File: src/logic/hbdc_map.svh
/*
  timing counts and sizes for the four-channel half-bridge driver logic.
  assumes a 10 MHz core clock; included by the package and the driver module.
*/
`ifndef HBDC_MAP_SVH
`define HBDC_MAP_SVH

`define HBDC_CLK_MHZ 10
`define HBDC_OFF_NS 16000
`define HBDC_BLANK_NS 1500
`define HBDC_DEGLITCH_NS 500
`define HBDC_DEAD_NS 200
`define HBDC_SLEW_FAST_NS 70
`define HBDC_SLEW_SLOW_NS 140
`define HBDC_NS_PER_CYC 100
`define HBDC_OFF_CYC ((`HBDC_OFF_NS + `HBDC_NS_PER_CYC - 1) / `HBDC_NS_PER_CYC)
`define HBDC_BLANK_CYC ((`HBDC_BLANK_NS + `HBDC_NS_PER_CYC - 1) / `HBDC_NS_PER_CYC)
`define HBDC_DEGLITCH_CYC ((`HBDC_DEGLITCH_NS + `HBDC_NS_PER_CYC - 1) / `HBDC_NS_PER_CYC)
`define HBDC_DEAD_CYC ((`HBDC_DEAD_NS + `HBDC_NS_PER_CYC - 1) / `HBDC_NS_PER_CYC)
`define HBDC_CNT_W 8
`define HBDC_NCH 4

`endif

File: src/logic/hbdc_pkg.sv
/*
  types shared by the half-bridge driver logic and its bench.
  assumes hbdc_map.svh is on the include path.
*/
`include "hbdc_map.svh"

package hbdc_pkg;

  // state of one half-bridge
  typedef enum logic [2:0] {
    HBDC_ST_HIZ = 3'b000,
    HBDC_ST_DEAD_HI = 3'b001,
    HBDC_ST_HIGH = 3'b010,
    HBDC_ST_DEAD_LO = 3'b011,
    HBDC_ST_LOW = 3'b100,
    HBDC_ST_CHOP = 3'b101
  } hbdc_state_t;

  // gate drive of one half-bridge
  typedef struct packed {
    logic high_on;
    logic low_on;
  } hbdc_gate_t;

endpackage

File: src/logic/hbdc_driver.sv
/*
  control logic of four independent half-bridges with dead time and fixed
  off-time current chopping. assumes pins and trip comparators are asynchronous
  to clk and are synchronised here; clk is the internal 10 MHz oscillator.
*/
// What this block does
// - sleep low forces all four half-bridge outputs high impedance
// - enable low makes that channel high impedance
// - enabled: level 0 low side, 1 high side
// - dead time between high and low switch on level changes and on exit from a chop off time; none on entry to a chop off time
// - slew select picks 70 or 140 ns on the large package only
// - four channels run independently and concurrently
// - fast decay off disables, slow shorts winding
// - regulate ground loads with 16 us off time
// - trip while high: low side for off time
// - still tripped at end: repeat off time
// - large package: comparator of sense against reference
// - small package: threshold from reference over constant
// - no trip allows 100 percent on duty
// - sensing only on high side switch
// - ignore trip for 1.5 us after turn-on
// - trip accepted after 0.5 us deglitch
`timescale 1ns/100ps
`include "hbdc_map.svh"

module hbdc_driver (
  // clock and reset
  input wire logic clk,
  input wire logic rst_n,
  // control pins from the external controller
  input wire logic sleep_bar_input,
  input wire logic [3:0] level_command,
  input wire logic [3:0] channel_allow,
  input wire logic slew_select,
  input wire logic large_package,
  // trip comparator outputs, one per channel
  input wire logic [3:0] chop_threshold,
  // gate drive to the power stage
  output hbdc_pkg::hbdc_gate_t [3:0] half_bridge_node,
  output logic slew_fast
);

  localparam int unsigned CW = `HBDC_CNT_W;
  // last count of an off period: counting 0 to this value is exactly the off time
  localparam logic [CW-1:0] OFF_LAST = CW'(`HBDC_OFF_CYC - 1);
  localparam logic [CW-1:0] BLANK_N = CW'(`HBDC_BLANK_CYC);
  localparam logic [CW-1:0] DEG_N = CW'(`HBDC_DEGLITCH_CYC);
  localparam logic [CW-1:0] DEAD_N = CW'(`HBDC_DEAD_CYC);

  // two-stage synchronisers for every pin
  logic [14:0] sync1_r;
  logic [14:0] sync2_r;
  always_ff @(posedge clk or negedge rst_n) begin
    if (!rst_n) begin
      sync1_r <= 15'h0000;
      sync2_r <= 15'h0000;
    end else begin
      sync1_r <= {large_package, slew_select, sleep_bar_input, chop_threshold,
                  channel_allow, level_command};
      sync2_r <= sync1_r;
    end
  end

  logic [3:0] lvl;
  logic [3:0] allow;
  logic [3:0] trip_raw;
  logic awake;
  logic slew_sel;
  logic pkg_large;
  assign lvl = sync2_r[3:0];
  assign allow = sync2_r[7:4];
  assign trip_raw = sync2_r[11:8];
  assign awake = sync2_r[12];
  assign slew_sel = sync2_r[13];
  assign pkg_large = sync2_r[14];

  // slew rate choice: only the large package may select the fast edge
  always_ff @(posedge clk or negedge rst_n) begin
    if (!rst_n) begin
      slew_fast <= 1'b0;
    end else begin
      slew_fast <= pkg_large & slew_sel;
    end
  end

  // one independent state machine per channel
  genvar ch;
  generate
    for (ch = 0; ch < `HBDC_NCH; ch++) begin : g_ch
      hbdc_pkg::hbdc_state_t st_r;
      hbdc_pkg::hbdc_state_t st_nxt;
      logic [CW-1:0] ph_cnt_r;
      logic [CW-1:0] deg_cnt_r;
      logic trip_ok;
      logic ph_done;
      logic blank_over;
      logic want_on;
      logic enter;

      // the comparator is acted on only after blanking, and a trip counts
      // once it has stayed asserted for the deglitch time, which may pass during blanking
      assign blank_over = (ph_cnt_r >= BLANK_N);
      assign trip_ok = (deg_cnt_r >= DEG_N);
      assign ph_done = (ph_cnt_r >= OFF_LAST);
      assign want_on = awake & allow[ch];

      // deglitch counter runs on the comparator level of this channel only
      always_ff @(posedge clk or negedge rst_n) begin
        if (!rst_n) begin
          deg_cnt_r <= '0;
        end else if (!trip_raw[ch] || enter) begin
          deg_cnt_r <= '0;
        end else if (!trip_ok) begin
          deg_cnt_r <= deg_cnt_r + CW'(1);
        end
      end

      // next-state logic: truth table, dead time and chopping
      always_comb begin
        st_nxt = st_r;
        if (!want_on) begin
          st_nxt = hbdc_pkg::HBDC_ST_HIZ;
        end else begin
          case (st_r)
            hbdc_pkg::HBDC_ST_HIZ: begin
              st_nxt = lvl[ch] ? hbdc_pkg::HBDC_ST_DEAD_HI : hbdc_pkg::HBDC_ST_DEAD_LO;
            end
            hbdc_pkg::HBDC_ST_DEAD_HI: begin
              if (!lvl[ch]) begin
                st_nxt = hbdc_pkg::HBDC_ST_DEAD_LO;
              end else if (ph_cnt_r >= DEAD_N) begin
                st_nxt = hbdc_pkg::HBDC_ST_HIGH;
              end
            end
            hbdc_pkg::HBDC_ST_HIGH: begin
              if (!lvl[ch]) begin
                st_nxt = hbdc_pkg::HBDC_ST_DEAD_LO;
              end else if (blank_over && trip_ok) begin
                st_nxt = hbdc_pkg::HBDC_ST_CHOP;
              end
            end
            hbdc_pkg::HBDC_ST_DEAD_LO: begin
              if (lvl[ch] && ph_cnt_r >= DEAD_N) begin
                st_nxt = hbdc_pkg::HBDC_ST_DEAD_HI;
              end else if (!lvl[ch] && ph_cnt_r >= DEAD_N) begin
                st_nxt = hbdc_pkg::HBDC_ST_LOW;
              end
            end
            hbdc_pkg::HBDC_ST_LOW: begin
              if (lvl[ch]) begin
                st_nxt = hbdc_pkg::HBDC_ST_DEAD_HI;
              end
            end
            hbdc_pkg::HBDC_ST_CHOP: begin
              if (!lvl[ch]) begin
                st_nxt = hbdc_pkg::HBDC_ST_LOW;
              end else if (ph_done && !trip_raw[ch]) begin
                st_nxt = hbdc_pkg::HBDC_ST_DEAD_HI;
              end
            end
            default: begin
              st_nxt = hbdc_pkg::HBDC_ST_HIZ;
            end
          endcase
        end
      end

      // a new phase starts whenever the state changes, or an off time is renewed
      assign enter = (st_nxt != st_r) ||
                     (st_r == hbdc_pkg::HBDC_ST_CHOP && ph_done);

      // state register
      always_ff @(posedge clk or negedge rst_n) begin
        if (!rst_n) begin
          st_r <= hbdc_pkg::HBDC_ST_HIZ;
        end else begin
          st_r <= st_nxt;
        end
      end

      // phase counter for dead, blanking and off intervals
      always_ff @(posedge clk or negedge rst_n) begin
        if (!rst_n) begin
          ph_cnt_r <= '0;
        end else if (enter) begin
          ph_cnt_r <= '0;
        end else if (ph_cnt_r != {CW{1'b1}}) begin
          ph_cnt_r <= ph_cnt_r + CW'(1);
        end
      end

      // gate outputs registered; never both on, dead states drive neither
      always_ff @(posedge clk or negedge rst_n) begin
        if (!rst_n) begin
          half_bridge_node[ch] <= '0;
        end else begin
          half_bridge_node[ch].high_on <= (st_nxt == hbdc_pkg::HBDC_ST_HIGH);
          half_bridge_node[ch].low_on <= (st_nxt == hbdc_pkg::HBDC_ST_LOW) ||
                                         (st_nxt == hbdc_pkg::HBDC_ST_CHOP);
        end
      end
    end
  endgenerate

endmodule // hbdc_driver

File: config.mk
export PLATFORM = sky130hd
export DESIGN_NAME = hbdc_driver
export DESIGN_NICKNAME = d
export VERILOG_FILES = /design/src/logic/hbdc_pkg.sv /design/src/logic/hbdc_driver.sv
export VERILOG_INCLUDE_DIRS = /design/src /design/src/logic
export SDC_FILE = /design/constraint.sdc
export NUM_CORES = 1
export LEC_CHECK = 0
export BUFFER_PORTS_ARGS = -buffer_cell sky130_fd_sc_hd__buf_2
export CELL_PAD_IN_SITES_DETAIL_PLACEMENT = 0
export CELL_PAD_IN_SITES_GLOBAL_PLACEMENT = 1
export CORE_ASPECT_RATIO = 0.7
export CORE_UTILIZATION = 35
export CTS_CLUSTER_SIZE = 8
export DETAILED_ROUTE_END_ITERATION = 8
export PLACE_DENSITY_LB_ADDON = 0.1
export SLEW_MARGIN = 25
export SYNTH_ARGS = -nofsm -noshare
export SYNTH_HDL_FRONTEND = slang
export SYNTH_SLANG_ARGS = --single-unit
File: constraint.sdc
create_clock -name clk -period 2.6 [get_ports clk]
set_input_delay 0.52 -clock clk [delete_from_list [all_inputs] [get_ports clk]]
set_output_delay 0.52 -clock clk [all_outputs]
set_load 0.01 [all_outputs]
; ---- Word level (Yosys, flattened, before mapping)
; Index checks and enable logic that the tools add are counted.
[totals]
output_inout_bits = 9
inputBits = 17
register_bits = 115
[classes]
n_reduce_logical = 48
order_cmp = 16
n_eq_ne = 44
n_mux = 64
n_addsub = 8
bitwise = 5
[ops]
columns = operator, count
row1 = 2-to-1 mux 8 bit, 16
row2 = 2-to-1 mux 3 bit, 40
row3 = one-hot mux 3 bit (6 select lines), 4
row4 = adder 8 x 1 -> 8 bit (second input constant), 8
row5 = equality test 3 bit (second input constant), 16
row6 = equality test 3 x 2 -> 1 bit (second input constant), 12
row7 = greater-or-equal comparator 8 x 2 -> 1 bit (second input constant), 4
row8 = greater-or-equal comparator 8 x 3 -> 1 bit (second input constant), 4
row9 = greater-or-equal comparator 8 x 4 -> 1 bit (second input constant), 4
row10 = greater-or-equal comparator 8 bit (second input constant), 4
row11 = inequality test 8 bit (second input constant), 4
row12 = logical AND 1 bit, 20
row13 = equality test 3 x 1 -> 1 bit (second input constant), 4
row14 = zero test 3 bit, 4
row15 = logical OR 1 bit, 12
row16 = inequality test 3 bit, 4
row17 = zero test 1 bit, 8
row18 = 2-to-1 mux 2 bit, 4
row19 = inequality test 2 x 1 -> 1 bit (second input constant), 4
row20 = nonzero test 2 bit, 4
row21 = AND 1 bit, 5

; ---- Depth between registers and ports, before layout
[depth]
word_depth = 10
depth_mapped = 9
depth_no_buf = 8

; ---- Worst setup path before layout
; No wires, ideal clock.
[synth_timing]
path_type = reg2reg
start = register g_ch[2].ph_cnt_r[0]
end = register g_ch[2].deg_cnt_r[2]
t_arrival_ps = 2292
required_time_ps = 2513
path_slack_ps = 222
stages_incl_launch_ff = 10
n_path_buf = 1
path_cell_list = dfrtp_1 > inv_1 > ha_1 > or4_1 > o21ai_1 > a2111oi_0 > a2111oi_2 > nand2_1 > buf_2 > nor3_1
[synth_via]
elab_chain_len = 10
[synth_lines]
columns = item, line
row1 = start: declaration, hbdc_driver.sv:92  ; logic [CW-1:0] ph_cnt_r;
row2 = start signal: assignment, hbdc_driver.sv:188  ; ph_cnt_r <= ph_cnt_r + CW'(1);
row3 = greater-or-equal comparator 8 bit (tied with other cells), hbdc_driver.sv:104  ; assign ph_done = (ph_cnt_r >= OFF_LAST);
row4 = logical AND 1 bit (on tied branches), "hbdc_driver.sv:157, hbdc_driver.sv:138, hbdc_driver.sv:145"
row5 = 2-to-1 mux 3 bit (on tied branches), "hbdc_driver.sv:157, hbdc_driver.sv:138, hbdc_driver.sv:145"
row6 = 2-to-1 mux 3 bit (on tied branches), "hbdc_driver.sv:155, hbdc_driver.sv:136, hbdc_driver.sv:143"
row7 = one-hot mux 3 bit (6 select lines), hbdc_driver.sv:124  ; case (st_r)
row8 = 2-to-1 mux 3 bit, hbdc_driver.sv:121  ; if (!want_on) begin
row9 = inequality test 3 bit, hbdc_driver.sv:169  ; assign enter = (st_nxt != st_r) ||
row10 = logical OR 1 bit *, hbdc_driver.sv:169
row11 = logical OR 1 bit *, hbdc_driver.sv:111  ; end else if (!trip_raw[ch] || enter) begin
row12 = inequality test 2 x 1 -> 1 bit (no source line) / 2-to-1 mux 8 bit (equally long branches), n/a
row13 = end signal: assignment, hbdc_driver.sv:114  ; deg_cnt_r <= deg_cnt_r + CW'(1);
row14 = end: declaration, hbdc_driver.sv:93  ; logic [CW-1:0] deg_cnt_r;
; Every way passes the cells marked *; elsewhere a longest branch is shown, timed or not.
; A chain may end at the register's enable or synchronous reset.

; ---- Worst setup path after layout
[layout_timing]
start = register g_ch[1].ph_cnt_r[6]
end = register g_ch[1].ph_cnt_r[3]
[layout_via]
elab_chain_len = 9
[layout_lines]
columns = item, line
row1 = start: declaration, hbdc_driver.sv:92
row2 = start signal: assignment, hbdc_driver.sv:188
row3 = greater-or-equal comparator 8 bit (tied with other cells), hbdc_driver.sv:104
row4 = logical AND 1 bit (on tied branches), "hbdc_driver.sv:157, hbdc_driver.sv:138, hbdc_driver.sv:145"
row5 = 2-to-1 mux 3 bit (on tied branches), "hbdc_driver.sv:157, hbdc_driver.sv:138, hbdc_driver.sv:145"
row6 = 2-to-1 mux 3 bit (on tied branches), "hbdc_driver.sv:155, hbdc_driver.sv:136, hbdc_driver.sv:143"
row7 = one-hot mux 3 bit (6 select lines) *, hbdc_driver.sv:124
row8 = 2-to-1 mux 3 bit *, hbdc_driver.sv:121
row9 = net g_ch[1].st_nxt[0], hbdc_driver.sv:91  ; hbdc_pkg::hbdc_state_t st_nxt;
row10 = inequality test 3 bit *, hbdc_driver.sv:169
row11 = logical OR 1 bit *, hbdc_driver.sv:169
row12 = 2-to-1 mux 8 bit / nonzero test 2 bit (equally long branches), n/a
; Mark *: on every way through the listed nets, which the timed path passes. The rest lies on a longest branch.

==> results.ini <==
[power]
leakage_nw = 3.076
powerDensity_nw_per_um2 = 759.0
seqPwrFrac_pct = 38.9
p_switching_mw = 1.393
ir_drop_v = 0.0003399
pwr-share-clk_pct = 47.1
swShare_pct = 26.34
power_mw = 5.291
combPwrFrac_pct = 14.0
power.internal_mw = 3.897

[worst_setup_path]
r2r_cells = 7
crit_path_max_incr_delay_ps = 630
startpoint = g_ch[1].ph_cnt_r[6]
r2r_slack_ps = 140
r2r-start = g_ch[1].ph_cnt_r[6]
cp-endpoint = g_ch[1].ph_cnt_r[3]
crit_slowest_cell = or4_1
path_class = reg -> reg
crit_path_end_kind = register
worstSetupStartpointType = register
cp.required_ps = 2940
r2r_end = g_ch[1].ph_cnt_r[3]
cp_cell_sequence = or4_1 > o21ai_4 > o21ai_2 > nor3b_4 > mux2_4 > buf_4 > nor3_2
worstPathMaxFanout = 6
cp.arrival_ps = 2800

[logic_synthesis]
yosysSeqAreaShare_pct = 50.28
yosysUniqueCellTypes = 74
syn-cell-area_um2 = 5723
synth_edf_count = 0
synth-seq-cells = 115
ys_async_sr_fraction_pct = 100.0
netlist_instances = 560
syn_avg_cell_area_um2 = 10.22
syn_nets = 597
synth-main-ff-cell = dfrtp_1
synth-warning-count = 0

[sta]
fmax_ghz = 0.4062
setup_slack_ps = 138.2
finalCriticalPeriod_ps = 2462
hold_violations = 0
holdWs_ps = 211.5
worst_slew_pin_slew_ps = 605.5
rsz0062_at_grt = no
fin_skew_ps = 5.359
finalSetupViolations = 0
maxSlewHeadroom_pct = 59.39
slew_violations = 0
period_share_pct = 94.68
setup_tns_ps = 0

[detailed_routing]
vias_per_cell = 5.075
ant_nets = 0
num_vias = 4268
wl_per_cell_um = 14.12
routed_wl_mm = 11.88
drc = 0
drt_iter0_drc = 216
drtPass1Iterations = 5

[placed_design]
globalplace.congestion = 0.8278
port_buffers = 25
place_ws_ps = 1.026
detailed_place_hpwl_mm = 7.923

[die]
fp.dieArea_um2 = 16870
start_util_pct = 36.37
rows = 38
dieHeight_um = 109.0
core_um2 = 15740
num_io_pins = 26
fp.dieW_um = 154.8

[cts]
clock_latency_ps = 410
numClockSinks = 115
cts.path.max_buffers = 2
cts-root-buf = clkbuf_16
cts.clk_slew.worst_paths_ps = 60
tritoncts = done
cts_buffers = 17
ctsHtreeMaxLevel = 4

[worst_hold_path]
min_from = chop_threshold[2]
hp-class = in -> reg

[cells_and_area]
final_common_cell = dfrtp_1
antenna_cells = 0
drive_gt1_share_pct = 19.97
layout.nets = 645
final_util_pct = 44.29
n_fill_cell = 1515
layout_common_cells = 115 x dfrtp_1, 47 x nor2_1, 44 x nand2_1
area_growth_pct = 21.80

[global_route]
grt_overflow = 0
grt_usage_pct = 15.51
grt_pass1_vias = 4121
grt_pass1_wl_mm = 20.37
grt_max_degree = 77
antenna_found_initial = 0

[run_status]
outcome = finished, final reports clean

[flow_run]
timing.max_cap.violations = 0

cells in the mapped netlist (6+ instances only):
master | count | area, um^2
dfrtp_1 | 115 | 2878
nor2_1 | 47 | 176.4
nand2_1 | 44 | 165.2
a21oi_1 | 31 | 155.2
inv_1 | 26 | 97.59
nor3_1 | 26 | 130.1
nand3_1 | 22 | 110.1
ha_1 | 20 | 250.2
o21ai_0 | 17 | 85.08
clkbuf_1 | 16 | 60.06
nand2b_1 | 13 | 81.33
nor2b_1 | 12 | 75.07
xnor2_1 | 11 | 96.34
nor3_2 | 10 | 100.1
a211oi_1 | 9 | 67.56
and3_1 | 6 | 37.54
nor4_1 | 6 | 37.54
or4_1 | 6 | 45.04
flip-flops by register name, summed over array words and instances (netlist names):
name and flops:
g_ch.deg_cnt_r 32, slew_fast 1, g_ch.st_r 12, half_bridge_node 8, sync2_r 15, sync1_r 15
g_ch.ph_cnt_r 32
cell type report:
| cell class | instances | area (um^2) | share of cell area, % |
|---|---|---|---|
| repair buffers | 52 | 349.1 | 5.008 |
| inverters | 27 | 101.3 | 1.454 |
| flip-flops and latches | 115 | 2878 | 41.29 |
| clock buffers | 20 | 456.7 | 6.552 |
| multi-input cells | 395 | 2730 | 39.17 |
| well taps | 220 | 275.3 | 3.949 |
| clock inverters | 12 | 180.2 | 2.585 |
cells by family after synthesis:
family                   count (synthesis)  share of synthesized area (%)
AND/OR/NAND/NOR                        226                          21.84
AO/OA/AOI/OAI                          126                          16.22
buffers and inverters                   51                          3.651
adder cells (fa/ha/maj)                 20                          4.373
multiplexers                             6                          1.181
XOR/XNOR                                16                          2.449
flip-flops                             115                          50.28
how the worst min path moves through the flow:
stage / to / slack [ps] / cells after the start
3_5_place_dp: sync2_r[3] / 340 / 0
6_report: sync1_r[10] / 210 / 1
5_1_grt: sync1_r[10] / 190 / 1
2_1_floorplan: g_ch[0].deg_cnt_r[0] / 220 / 0
3_3_place_gp: sync2_r[3] / 330 / 0
4_1_cts: sync1_r[10] / 190 / 1
per-stage QoR:
stage                     cell area (um^2)  std cells
after floorplan                       5723        560
after global routing                  6970        841
after CTS                             6813        832
after detailed placement              6166        799
final                                 6970        841
after global placement                6166        799
worst max-delay path: cells and delay by family, from the launching register on:
| family | cells | cell delay [ps] |
|---|---|---|
| simple gates | 3 | 1060 |
| flops | 1 | 450 |
| mux | 1 | 410 |
| compound gates | 2 | 290 |
| buf+inv | 1 | 170 |
power groups by stage:
stage	registers, mW	logic, mW	clock network, mW
floorplan	2.03	0.490	0
global placement	2.08	0.645	0
detailed placement	2.08	0.652	0
CTS	2.05	0.658	2.55
global route	2.08	0.834	2.64
finish	2.06	0.740	2.49
metal layers:
metal	vias up	wire [um]	global-route usage, %
met3	11	400	4.690
li1	2137	-	-
met1	2064	6267	21.49
met4	0	136	5.516
met2	56	5075	22.92
met5	-	0	0
what timing repair did:
action	in CTS	in global routing
hold buffers	1	0
endpoints found under the setup margin	0	23
hold endpoints to repair	12	0
buffers inserted	0	8
resized for setup	0	17
Note: power is estimated with default switching activity, not from simulation.
